### config.mk
export PLATFORM = sky130hd
export DESIGN_NAME = fcs_switch
export DESIGN_NICKNAME = d
export VERILOG_FILES = /design/src/inc/fcs_pkg.sv /design/src/hdl/fcs_switch.sv
export VERILOG_INCLUDE_DIRS = /design/src /design/src/inc
export SDC_FILE = /design/constraint.sdc
export NUM_CORES = 1
export LEC_CHECK = 0
export BUFFER_PORTS_ARGS = -buffer_cell sky130_fd_sc_hd__buf_2
export CAP_MARGIN = 20
export CORE_MARGIN = 10
export CORE_UTILIZATION = 45
export CTS_BUF_LIST = sky130_fd_sc_hd__clkbuf_8
export CTS_CLUSTER_DIAMETER = 40
export DETAILED_ROUTE_END_ITERATION = 7
export PLACE_DENSITY = 0.76
export SETUP_SLACK_MARGIN = 0.1
export SYNTH_ARGS = -nofsm -noshare
export SYNTH_HDL_FRONTEND = slang
export SYNTH_SLANG_ARGS = --single-unit
### constraint.sdc
create_clock -name CLK_SYS -period 2.3 [get_ports CLK_SYS]
set_input_delay 0.115 -clock CLK_SYS [delete_from_list [all_inputs] [get_ports CLK_SYS]]
set_output_delay 0.115 -clock CLK_SYS [all_outputs]
set_load 0.005 [all_outputs]
### src/inc/fcs_cfg.svh
// register offsets, field positions, reset values, keys and timing counts
// assumes a 100 MHz system clock and a 4-bit wishbone byte address
`ifndef FCS_CFG_SVH
`define FCS_CFG_SVH

// ----------------------------------------------------------------------
// register offsets
// ----------------------------------------------------------------------
`define FCS_OFF_CTRL        4'h0
`define FCS_OFF_IRQ_STAT    4'h4
`define FCS_OFF_IRQ_CLR     4'h8
`define FCS_OFF_IRQ_EN      4'hC

// ----------------------------------------------------------------------
// oscillator control fields
// ----------------------------------------------------------------------
`define FCS_CUR_HI          14
`define FCS_CUR_LO          12
`define FCS_NEW_HI          10
`define FCS_NEW_LO          8
`define FCS_LOCK_BIT        5
`define FCS_CF_BIT          3
`define FCS_SWEN_BIT        0
`define FCS_IRQ_FAIL_BIT    0
`define FCS_IRQ_DONE_BIT    1
`define FCS_IRQ_RESET       2'h0

// ----------------------------------------------------------------------
// unlock keys
// ----------------------------------------------------------------------
`define FCS_KEY_LO_A        8'h46
`define FCS_KEY_LO_B        8'h57
`define FCS_KEY_HI_A        8'h78
`define FCS_KEY_HI_B        8'h9A

// ----------------------------------------------------------------------
// oscillator group codes and index positions
// ----------------------------------------------------------------------
`define FCS_GRP_SEC         3'h0
`define FCS_GRP_FRC         3'h1
`define FCS_GRP_LOW_POWER_RC_OSC        3'h2
`define FCS_GRP_PRI         3'h3
`define FCS_IDX_SEC         0
`define FCS_IDX_FRC         1
`define FCS_IDX_LOW_POWER_RC_OSC        2
`define FCS_IDX_PRI         3

// ----------------------------------------------------------------------
// timing
// ----------------------------------------------------------------------
`define FCS_CLK_MHZ         100
`define FCS_FAIL_TIME_NS    2000
`define FCS_FAIL_CYCLES     ((`FCS_FAIL_TIME_NS * `FCS_CLK_MHZ) / 1000)

`endif

### src/inc/fcs_pkg.sv
// types of the fail-safe clock switch
// assumes fcs_cfg.svh for all numbers
package fcs_pkg;

    typedef enum logic [1:0] {
        FCS_IDLE,
        FCS_SWITCH
    } fcs_state_t;

    typedef struct packed {
        logic [2:0] current_osc_group;
        logic [2:0] new_osc_group;
        logic       pll_lock;
        logic       clock_fail_flag;
        logic       osc_switch_enable;
    } fcs_ctrl_t;

    typedef enum logic [1:0] {
        FCS_UNL_NONE,
        FCS_UNL_KEY1,
        FCS_UNL_OPEN
    } fcs_unlock_t;

endpackage : fcs_pkg

### src/hdl/fcs_switch.sv
// fail-safe clock switch with keyed oscillator control register
// assumes synchronous inputs, one 100 MHz clock and a classic wishbone master
`include "fcs_cfg.svh"

// ----------------------------------------------------------------------
// top module
// ----------------------------------------------------------------------
// How it works
// - monitor on keeps low-power RC running outside sleep
// - failure raises trap, moves clock to fast RC
// - failure loads fast RC, sets flag, clears enable
// - watchdog clock untouched by failure
// - power-up timeout before start counts as failure
// - only four groups are switch targets
// - primary option comes from primary select
// - read-only current group field shows live group
// - writable new group field names target
// - reset loads both group fields from config
// - lock bit reports pll lock
// - enable rises at start; clearing it aborts
// - config 1x disables switching and monitoring
// - switching off means config selects oscillator
// - low byte opens after keys 46 then 57
// - high byte opens after keys 78 then 9A
module fcs_switch
    import fcs_pkg::*;
(
    input  wire logic        CLK_SYS,
    input  wire logic        SRST,
    input  wire logic        WB_CYC_I,
    input  wire logic        WB_STB_I,
    input  wire logic        WB_WE_I,
    input  wire logic [3:0]  WB_ADR_I,
    input  wire logic [3:0]  WB_SEL_I,
    input  wire logic [31:0] WB_DAT_I,
    output logic      [31:0] WB_DAT_O,
    output logic             WB_ACK_O,
    input  wire logic [1:0]  CFG_SWITCH_MONITOR_SELECT,
    input  wire logic [2:0]  CFG_INITIAL_OSC_GROUP,
    input  wire logic [4:0]  CFG_PRIMARY_OSC_SELECT,
    input  wire logic [3:0]  OSC_ACTIVE,
    input  wire logic        PLL_LOCK,
    input  wire logic        POWER_UP_TIMER_DONE,
    input  wire logic        SLEEP,
    input  wire logic        SOFT_WATCHDOG_ENABLE,
    output logic      [2:0]  OSC_GROUP_SEL,
    output logic      [4:0]  PRIMARY_OSC_SELECT,
    output logic      [3:0]  OSC_ENABLE,
    output logic             LOW_POWER_RC_RUN,
    output logic             CLOCK_FAIL_TRAP,
    output logic             IRQ
);

    // ------------------------------------------------------------------
    // state
    // ------------------------------------------------------------------
    fcs_ctrl_t   ctrl_reg;
    fcs_ctrl_t   ctrl_next;
    fcs_state_t  state_reg;
    fcs_state_t  state_next;
    fcs_unlock_t unl_lo_reg;
    fcs_unlock_t unl_lo_next;
    fcs_unlock_t unl_hi_reg;
    fcs_unlock_t unl_hi_next;
    logic [1:0]  irq_stat_reg;
    logic [1:0]  irq_en_reg;
    logic [15:0] fail_cnt_reg;
    logic        trap_reg;
    logic        ack_reg;
    logic [31:0] rdata_reg;
    logic        power_up_timer_wait_reg;

    // ------------------------------------------------------------------
    // group helpers
    // ------------------------------------------------------------------
    function automatic logic grp_valid(input logic [2:0] g);
        grp_valid = (g == `FCS_GRP_SEC) || (g == `FCS_GRP_FRC) ||
                    (g == `FCS_GRP_LOW_POWER_RC_OSC) || (g == `FCS_GRP_PRI);
    endfunction : grp_valid

    function automatic logic [3:0] grp_onehot(input logic [2:0] g);
        grp_onehot = 4'h0;
        case (g)
            `FCS_GRP_SEC:  grp_onehot[`FCS_IDX_SEC]  = 1'b1;
            `FCS_GRP_FRC:  grp_onehot[`FCS_IDX_FRC]  = 1'b1;
            `FCS_GRP_LOW_POWER_RC_OSC: grp_onehot[`FCS_IDX_LOW_POWER_RC_OSC] = 1'b1;
            `FCS_GRP_PRI:  grp_onehot[`FCS_IDX_PRI]  = 1'b1;
            default:       grp_onehot[`FCS_IDX_FRC]  = 1'b1;
        endcase
    endfunction : grp_onehot

    // ------------------------------------------------------------------
    // configuration decode
    // ------------------------------------------------------------------
    wire switch_en  = ~CFG_SWITCH_MONITOR_SELECT[1];
    wire monitor_en = (CFG_SWITCH_MONITOR_SELECT == 2'h0);
    wire [3:0] cur_oh  = grp_onehot(ctrl_reg.current_osc_group);
    wire [3:0] new_oh  = grp_onehot(ctrl_reg.new_osc_group);
    wire       cur_act = |(cur_oh & OSC_ACTIVE);
    wire       new_act = |(new_oh & OSC_ACTIVE);

    // ------------------------------------------------------------------
    // bus decode
    // ------------------------------------------------------------------
    wire bus_req  = WB_CYC_I & WB_STB_I & ~ack_reg;
    wire bus_wr   = bus_req & WB_WE_I;
    wire hit_ctrl = (WB_ADR_I == `FCS_OFF_CTRL);
    wire hit_stat = (WB_ADR_I == `FCS_OFF_IRQ_STAT);
    wire hit_clr  = (WB_ADR_I == `FCS_OFF_IRQ_CLR);
    wire hit_en   = (WB_ADR_I == `FCS_OFF_IRQ_EN);
    wire wr_lo    = bus_wr & hit_ctrl & WB_SEL_I[0];
    wire wr_hi    = bus_wr & hit_ctrl & WB_SEL_I[1];
    wire [7:0] dlo = WB_DAT_I[7:0];
    wire [7:0] dhi = WB_DAT_I[15:8];
    wire lo_commit = wr_lo & (unl_lo_reg == FCS_UNL_OPEN);
    wire hi_commit = wr_hi & (unl_hi_reg == FCS_UNL_OPEN);
    wire [15:0] ctrl_view = {1'b0, ctrl_reg.current_osc_group, 1'b0,
                             ctrl_reg.new_osc_group, 2'h0, ctrl_reg.pll_lock,
                             1'b0, ctrl_reg.clock_fail_flag, 2'h0,
                             ctrl_reg.osc_switch_enable};
    wire [31:0] rd_mux = hit_ctrl ? {16'h0000, ctrl_view} :
                         hit_stat ? {30'h0, irq_stat_reg} :
                         hit_en   ? {30'h0, irq_en_reg} : 32'h0000_0000;

    // ------------------------------------------------------------------
    // unlock sequence trackers
    // ------------------------------------------------------------------
    always_comb begin
        unl_lo_next = unl_lo_reg;
        if (bus_req) begin
            if (!wr_lo || lo_commit) begin
                unl_lo_next = FCS_UNL_NONE;
            end else if (unl_lo_reg == FCS_UNL_KEY1 && dlo == `FCS_KEY_LO_B) begin
                unl_lo_next = FCS_UNL_OPEN;
            end else if (dlo == `FCS_KEY_LO_A) begin
                unl_lo_next = FCS_UNL_KEY1;
            end else begin
                unl_lo_next = FCS_UNL_NONE;
            end
        end
    end

    always_comb begin
        unl_hi_next = unl_hi_reg;
        if (bus_req) begin
            if (!wr_hi || hi_commit) begin
                unl_hi_next = FCS_UNL_NONE;
            end else if (unl_hi_reg == FCS_UNL_KEY1 && dhi == `FCS_KEY_HI_B) begin
                unl_hi_next = FCS_UNL_OPEN;
            end else if (dhi == `FCS_KEY_HI_A) begin
                unl_hi_next = FCS_UNL_KEY1;
            end else begin
                unl_hi_next = FCS_UNL_NONE;
            end
        end
    end

    // ------------------------------------------------------------------
    // failure detection
    // ------------------------------------------------------------------
    wire fail_timeout = (fail_cnt_reg >= 16'(`FCS_FAIL_CYCLES));
    wire power_up_timer_fail    = power_up_timer_wait_reg & POWER_UP_TIMER_DONE & ~cur_act;
    wire fail_evt     = monitor_en & ~SLEEP & ~trap_reg &
                        (fail_timeout | power_up_timer_fail);
    wire switch_done  = (state_reg == FCS_SWITCH) & ctrl_reg.osc_switch_enable &
                        new_act & ~fail_evt;

    // ------------------------------------------------------------------
    // control register and switch sequencer
    // ------------------------------------------------------------------
    always_comb begin
        ctrl_next = ctrl_reg;
        state_next = state_reg;
        ctrl_next.pll_lock = PLL_LOCK;
        if (hi_commit) begin
            ctrl_next.new_osc_group = dhi[`FCS_NEW_HI-8:`FCS_NEW_LO-8];
        end
        if (lo_commit) begin
            ctrl_next.osc_switch_enable = dlo[`FCS_SWEN_BIT];
        end
        case (state_reg)
            FCS_IDLE: begin
                if (ctrl_reg.osc_switch_enable) begin
                    if (switch_en && grp_valid(ctrl_reg.new_osc_group) &&
                        ctrl_reg.new_osc_group != ctrl_reg.current_osc_group) begin
                        state_next = FCS_SWITCH;
                    end else begin
                        ctrl_next.osc_switch_enable = 1'b0;
                    end
                end
            end
            FCS_SWITCH: begin
                if (!ctrl_reg.osc_switch_enable) begin
                    state_next = FCS_IDLE;
                end else if (new_act) begin
                    ctrl_next.current_osc_group = ctrl_reg.new_osc_group;
                    ctrl_next.osc_switch_enable = 1'b0;
                    state_next = FCS_IDLE;
                end
            end
            default: begin
                state_next = FCS_IDLE;
            end
        endcase
        if (!switch_en) begin
            ctrl_next.current_osc_group = CFG_INITIAL_OSC_GROUP;
            state_next = FCS_IDLE;
        end
        if (fail_evt) begin
            ctrl_next.current_osc_group = `FCS_GRP_FRC;
            ctrl_next.clock_fail_flag = 1'b1;
            ctrl_next.osc_switch_enable = 1'b0;
            state_next = FCS_IDLE;
        end
    end

    always_ff @(posedge CLK_SYS) begin
        if (SRST) begin
            ctrl_reg <= '{CFG_INITIAL_OSC_GROUP, CFG_INITIAL_OSC_GROUP,
                          1'b0, 1'b0, 1'b0};
            state_reg <= FCS_IDLE;
            unl_lo_reg <= FCS_UNL_NONE;
            unl_hi_reg <= FCS_UNL_NONE;
        end else begin
            ctrl_reg <= ctrl_next;
            state_reg <= state_next;
            unl_lo_reg <= unl_lo_next;
            unl_hi_reg <= unl_hi_next;
        end
    end

    // ------------------------------------------------------------------
    // monitor counters and trap
    // ------------------------------------------------------------------
    always_ff @(posedge CLK_SYS) begin
        if (SRST) begin
            fail_cnt_reg <= 16'h0000;
            trap_reg <= 1'b0;
            power_up_timer_wait_reg <= 1'b1;
        end else begin
            trap_reg <= fail_evt;
            if (POWER_UP_TIMER_DONE || SLEEP) begin
                power_up_timer_wait_reg <= SLEEP;
            end
            if (!monitor_en || SLEEP || cur_act || fail_evt) begin
                fail_cnt_reg <= 16'h0000;
            end else if (!fail_timeout) begin
                fail_cnt_reg <= fail_cnt_reg + 16'h0001;
            end
        end
    end

    // ------------------------------------------------------------------
    // interrupt status, clear and enable
    // ------------------------------------------------------------------
    wire [1:0] irq_set = {switch_done, fail_evt};
    wire [1:0] irq_clr = (bus_wr & hit_clr & WB_SEL_I[0]) ? WB_DAT_I[1:0] : 2'h0;

    always_ff @(posedge CLK_SYS) begin
        if (SRST) begin
            irq_stat_reg <= `FCS_IRQ_RESET;
            irq_en_reg <= `FCS_IRQ_RESET;
        end else begin
            irq_stat_reg <= (irq_stat_reg & ~irq_clr) | irq_set;
            if (bus_wr && hit_en && WB_SEL_I[0]) begin
                irq_en_reg <= WB_DAT_I[1:0];
            end
        end
    end

    // ------------------------------------------------------------------
    // wishbone answer
    // ------------------------------------------------------------------
    always_ff @(posedge CLK_SYS) begin
        if (SRST) begin
            ack_reg <= 1'b0;
            rdata_reg <= 32'h0000_0000;
        end else begin
            ack_reg <= bus_req;
            if (bus_req) begin
                rdata_reg <= WB_WE_I ? 32'h0000_0000 : rd_mux;
            end
        end
    end

    // ------------------------------------------------------------------
    // outputs
    // ------------------------------------------------------------------
    wire low_power_rc_osc_keep = monitor_en ? ~SLEEP : SOFT_WATCHDOG_ENABLE;

    assign WB_ACK_O = ack_reg;
    assign WB_DAT_O = rdata_reg;
    assign IRQ = |(irq_stat_reg & irq_en_reg);
    assign CLOCK_FAIL_TRAP = trap_reg;
    assign OSC_GROUP_SEL = ctrl_reg.current_osc_group;
    assign PRIMARY_OSC_SELECT = (ctrl_reg.current_osc_group == `FCS_GRP_PRI) ?
                                CFG_PRIMARY_OSC_SELECT : 5'h00;
    assign LOW_POWER_RC_RUN = low_power_rc_osc_keep;
    assign OSC_ENABLE = cur_oh | ((state_reg == FCS_SWITCH) ? new_oh : 4'h0) |
                        {1'b0, low_power_rc_osc_keep, 2'h0};
endmodule : fcs_switch

==> flow_metrics.tcl <==
set metrics [dict create \
    power_frac_comb_pct 12.3 \
    final_util_pct 55.8 \
    grt_max_degree 32 \
    required_ps 2540 \
    ys_warn_count 0 \
    cp.arrival_ps 2260 \
    grt_overflow_total 0 \
    num_antenna_cells 0 \
    drive_above_1_share_pct 30.8 \
    ys_top_cells_by_area "dfxtp_1, buf_4, edfxtp_1" \
    yosysUniqueCellTypes 54 \
    drtIter0Drc 73 \
    routabilityCongestion 0.851 \
    synth_flop_cell "dfxtp_1" \
    dpl-instance-area_um2 2810 \
    p_total_mw 1.55 \
    critPathMaxFanout 7 \
    grt_usage_pct 13.4 \
    holdBufCountCts 0 \
    fin_hold_ws_ps 12.7 \
    syn_area_um2 2450 \
    intPower_mw 1.17 \
    wl_per_cell_um 14.8 \
    tns_ps 0 \
    max_freq_ghz 0.496 \
    viasPerCell 5.13 \
    ios 111 \
    numPortBuffers 70 \
    core_um2 5200 \
    die_area_um2 8810 \
    slew_viol_final 0 \
    post-route-period-util_pct 87.6 \
    setup_viol 0 \
    p_sw_uw 381 \
    p_clk_share_pct 31.6 \
    final_area_um2 2900 \
    core.rowCount 26 \
    synth_top_cells_by_count "dfxtp_1, nor2_1, buf_4" \
    sw_frac_of_total_pct 24.6 \
    clock_latency_ps 300 \
    layoutNonFillerInstCount 411 \
    antenna_found_initial 0 \
    numCtsBuffers 5 \
    start_kind "register" \
    power.density_nw_per_um2 534 \
    vias 2108 \
    async_flop_share_pct 0 \
    nets 406 \
    place_ws_ps 153 \
    setup_ws_ps 284 \
    p_leak_nw 1.30 \
    synth_top_area_cell "dfxtp_1" \
    cts_tree "built" \
    skew_ps 7.99 \
    cts-root-buf "clkbuf_8" \
    slew-limit-headroom_pct 56.2 \
    seqPwrFrac_pct 56.1 \
    synth-edff-count 6 \
    worstHoldPathType "in -> reg" \
    htreeDepth 2 \
    cts_max_path_buffers 2 \
    grt_pass1_vias 2129 \
    grt_pass1_wl_um 9700 \
    hpwlAfterDp_um 4940 \
    rsz0062_at_grt "no" \
    cts.sinks 47 \
    dp_cells 404 \
    critical_path_class "reg -> reg" \
    yosysSeqAreaShare_pct 40.8 \
    cap_violations 0 \
    worst_slew_pin_slew_ps 655 \
    synth_seq_cells 47 \
    hold_viol 0 \
    avgSynthCellArea_um2 9.09 \
    synthToLayoutAreaGrowth_pct 18.4 \
    synth_top_area_share_pct 33.5 \
    syn_inst 270 \
    die_h_um 93.8 \
    multi_input_area_um2 1280 \
    period_minus_slack_ps 2020 \
    postCtsSetupBuffers 0 \
    largest_register_ffs 16 \
    peakVddDrop_mv 0.264 \
    clk_pin_slew_ps 80 \
    synth.most_common_cell "dfxtp_1" \
    drt-total-wl_um 6090 \
    die_w_um 93.8 \
    cp-end-kind "register" \
    start_util_pct 47.1 \
    seq_area_um2 1000 \
    dr.pass1.iters 4 \
    drtAntennaViolNets 0 \
    drc_errors 0 \
    fillCellCount 499 \
    status "completed" \
]
-- layout make-up --
cell class / instances / area share (%)
sequential: 47 / 34.5
tap: 70 / 3.02
clock buffer: 6 / 2.84
clock inverter: 1 / 0.172
inverter: 7 / 0.905
multi-input combinational: 200 / 43.9
timing repair buffer: 80 / 14.6
-- repair_timing --
action,4_1_cts,5_1_grt
setup endpoints to repair,0,1
resized for setup,0,1
endpoints found under the hold margin,0,0
-- power by group through the flow --
stage / logic, mW / registers, mW / clock network, mW
after floorplan: 0.140 / 0.872 / 0
after global placement: 0.183 / 0.888 / 0
after detailed placement: 0.188 / 0.889 / 0
after CTS: 0.189 / 0.869 / 0.509
after global routing: 0.213 / 0.873 / 0.537
final: 0.191 / 0.869 / 0.490
-- metal layers --
| layer | part of all wire (%) | vias up | track usage (%) | wire (um) |
|---|---|---|---|---|
| met4 | 1.1 | 0 | 5.06 | 66 |
| li1 | - | 1060 | - | - |
| met3 | 11 | 9 | 5.84 | 694 |
| met2 | 45 | 85 | 21.3 | 2740 |
| met1 | 42 | 954 | 15.5 | 2590 |
| met5 | 0 | - | 0 | 0 |
-- worst max-delay path, stage by stage, from the launching register on --
cell and delay, ps:
dfxtp_1 310, or4_4 560, nor3_4 220, a21oi_2 90, or4_1 600, nor2_2 160
-- final timing paths --
path	start	endpoint	slack [ps]	depth (start not counted)
setup / recovery	fail_cnt_reg[15]	fail_cnt_reg[4]	280	5
hold reg to reg	ctrl_reg[1]	ctrl_reg[1]	460	2
hold / removal	WB_DAT_I[14]	unl_hi_reg[1]	10	2
setup reg to reg	fail_cnt_reg[15]	fail_cnt_reg[4]	280	5
-- cell families (layout without fill, tap and decap cells) --
family	Yosys count	count (layout)	synth area share, %
adders and majority gates	2	2	1.02
and+or+nand+nor	111	111	26.5
AOI/OAI and AO/OA	47	47	13.7
DFF	47	47	40.8
muxes	11	11	4.69
xor gates and xnor gates	7	7	2.50
buffers and inverters	44	94	10.7
other	1	22	0.153
-- cell usage in the layout (no fill, tap or decap), types with 2 or more instances in the layout --
master	instances
and2_1	14
nor2_1	28
inv_1	7
a21o_1	2
xnor2_1	3
buf_4	10
nor4_2	2
mux2_2	4
a22oi_1	10
and3b_1	2
a21oi_1	6
nand3_1	6
or4_4	2
nand3b_1	4
nor3_1	2
nor2_2	7
nor4_1	6
conb_1	22
ha_1	2
buf_2	70
xor2_1	4
dfxtp_1	41
or4_1	2
and4_1	3
clkbuf_8	6
nand2_1	17
nand4b_1	4
o31ai_1	5
edfxtp_1	6
o21ai_0	8
a31oi_1	2
mux2i_1	7
nor2b_1	3
(Power assumes the default switching activity.)
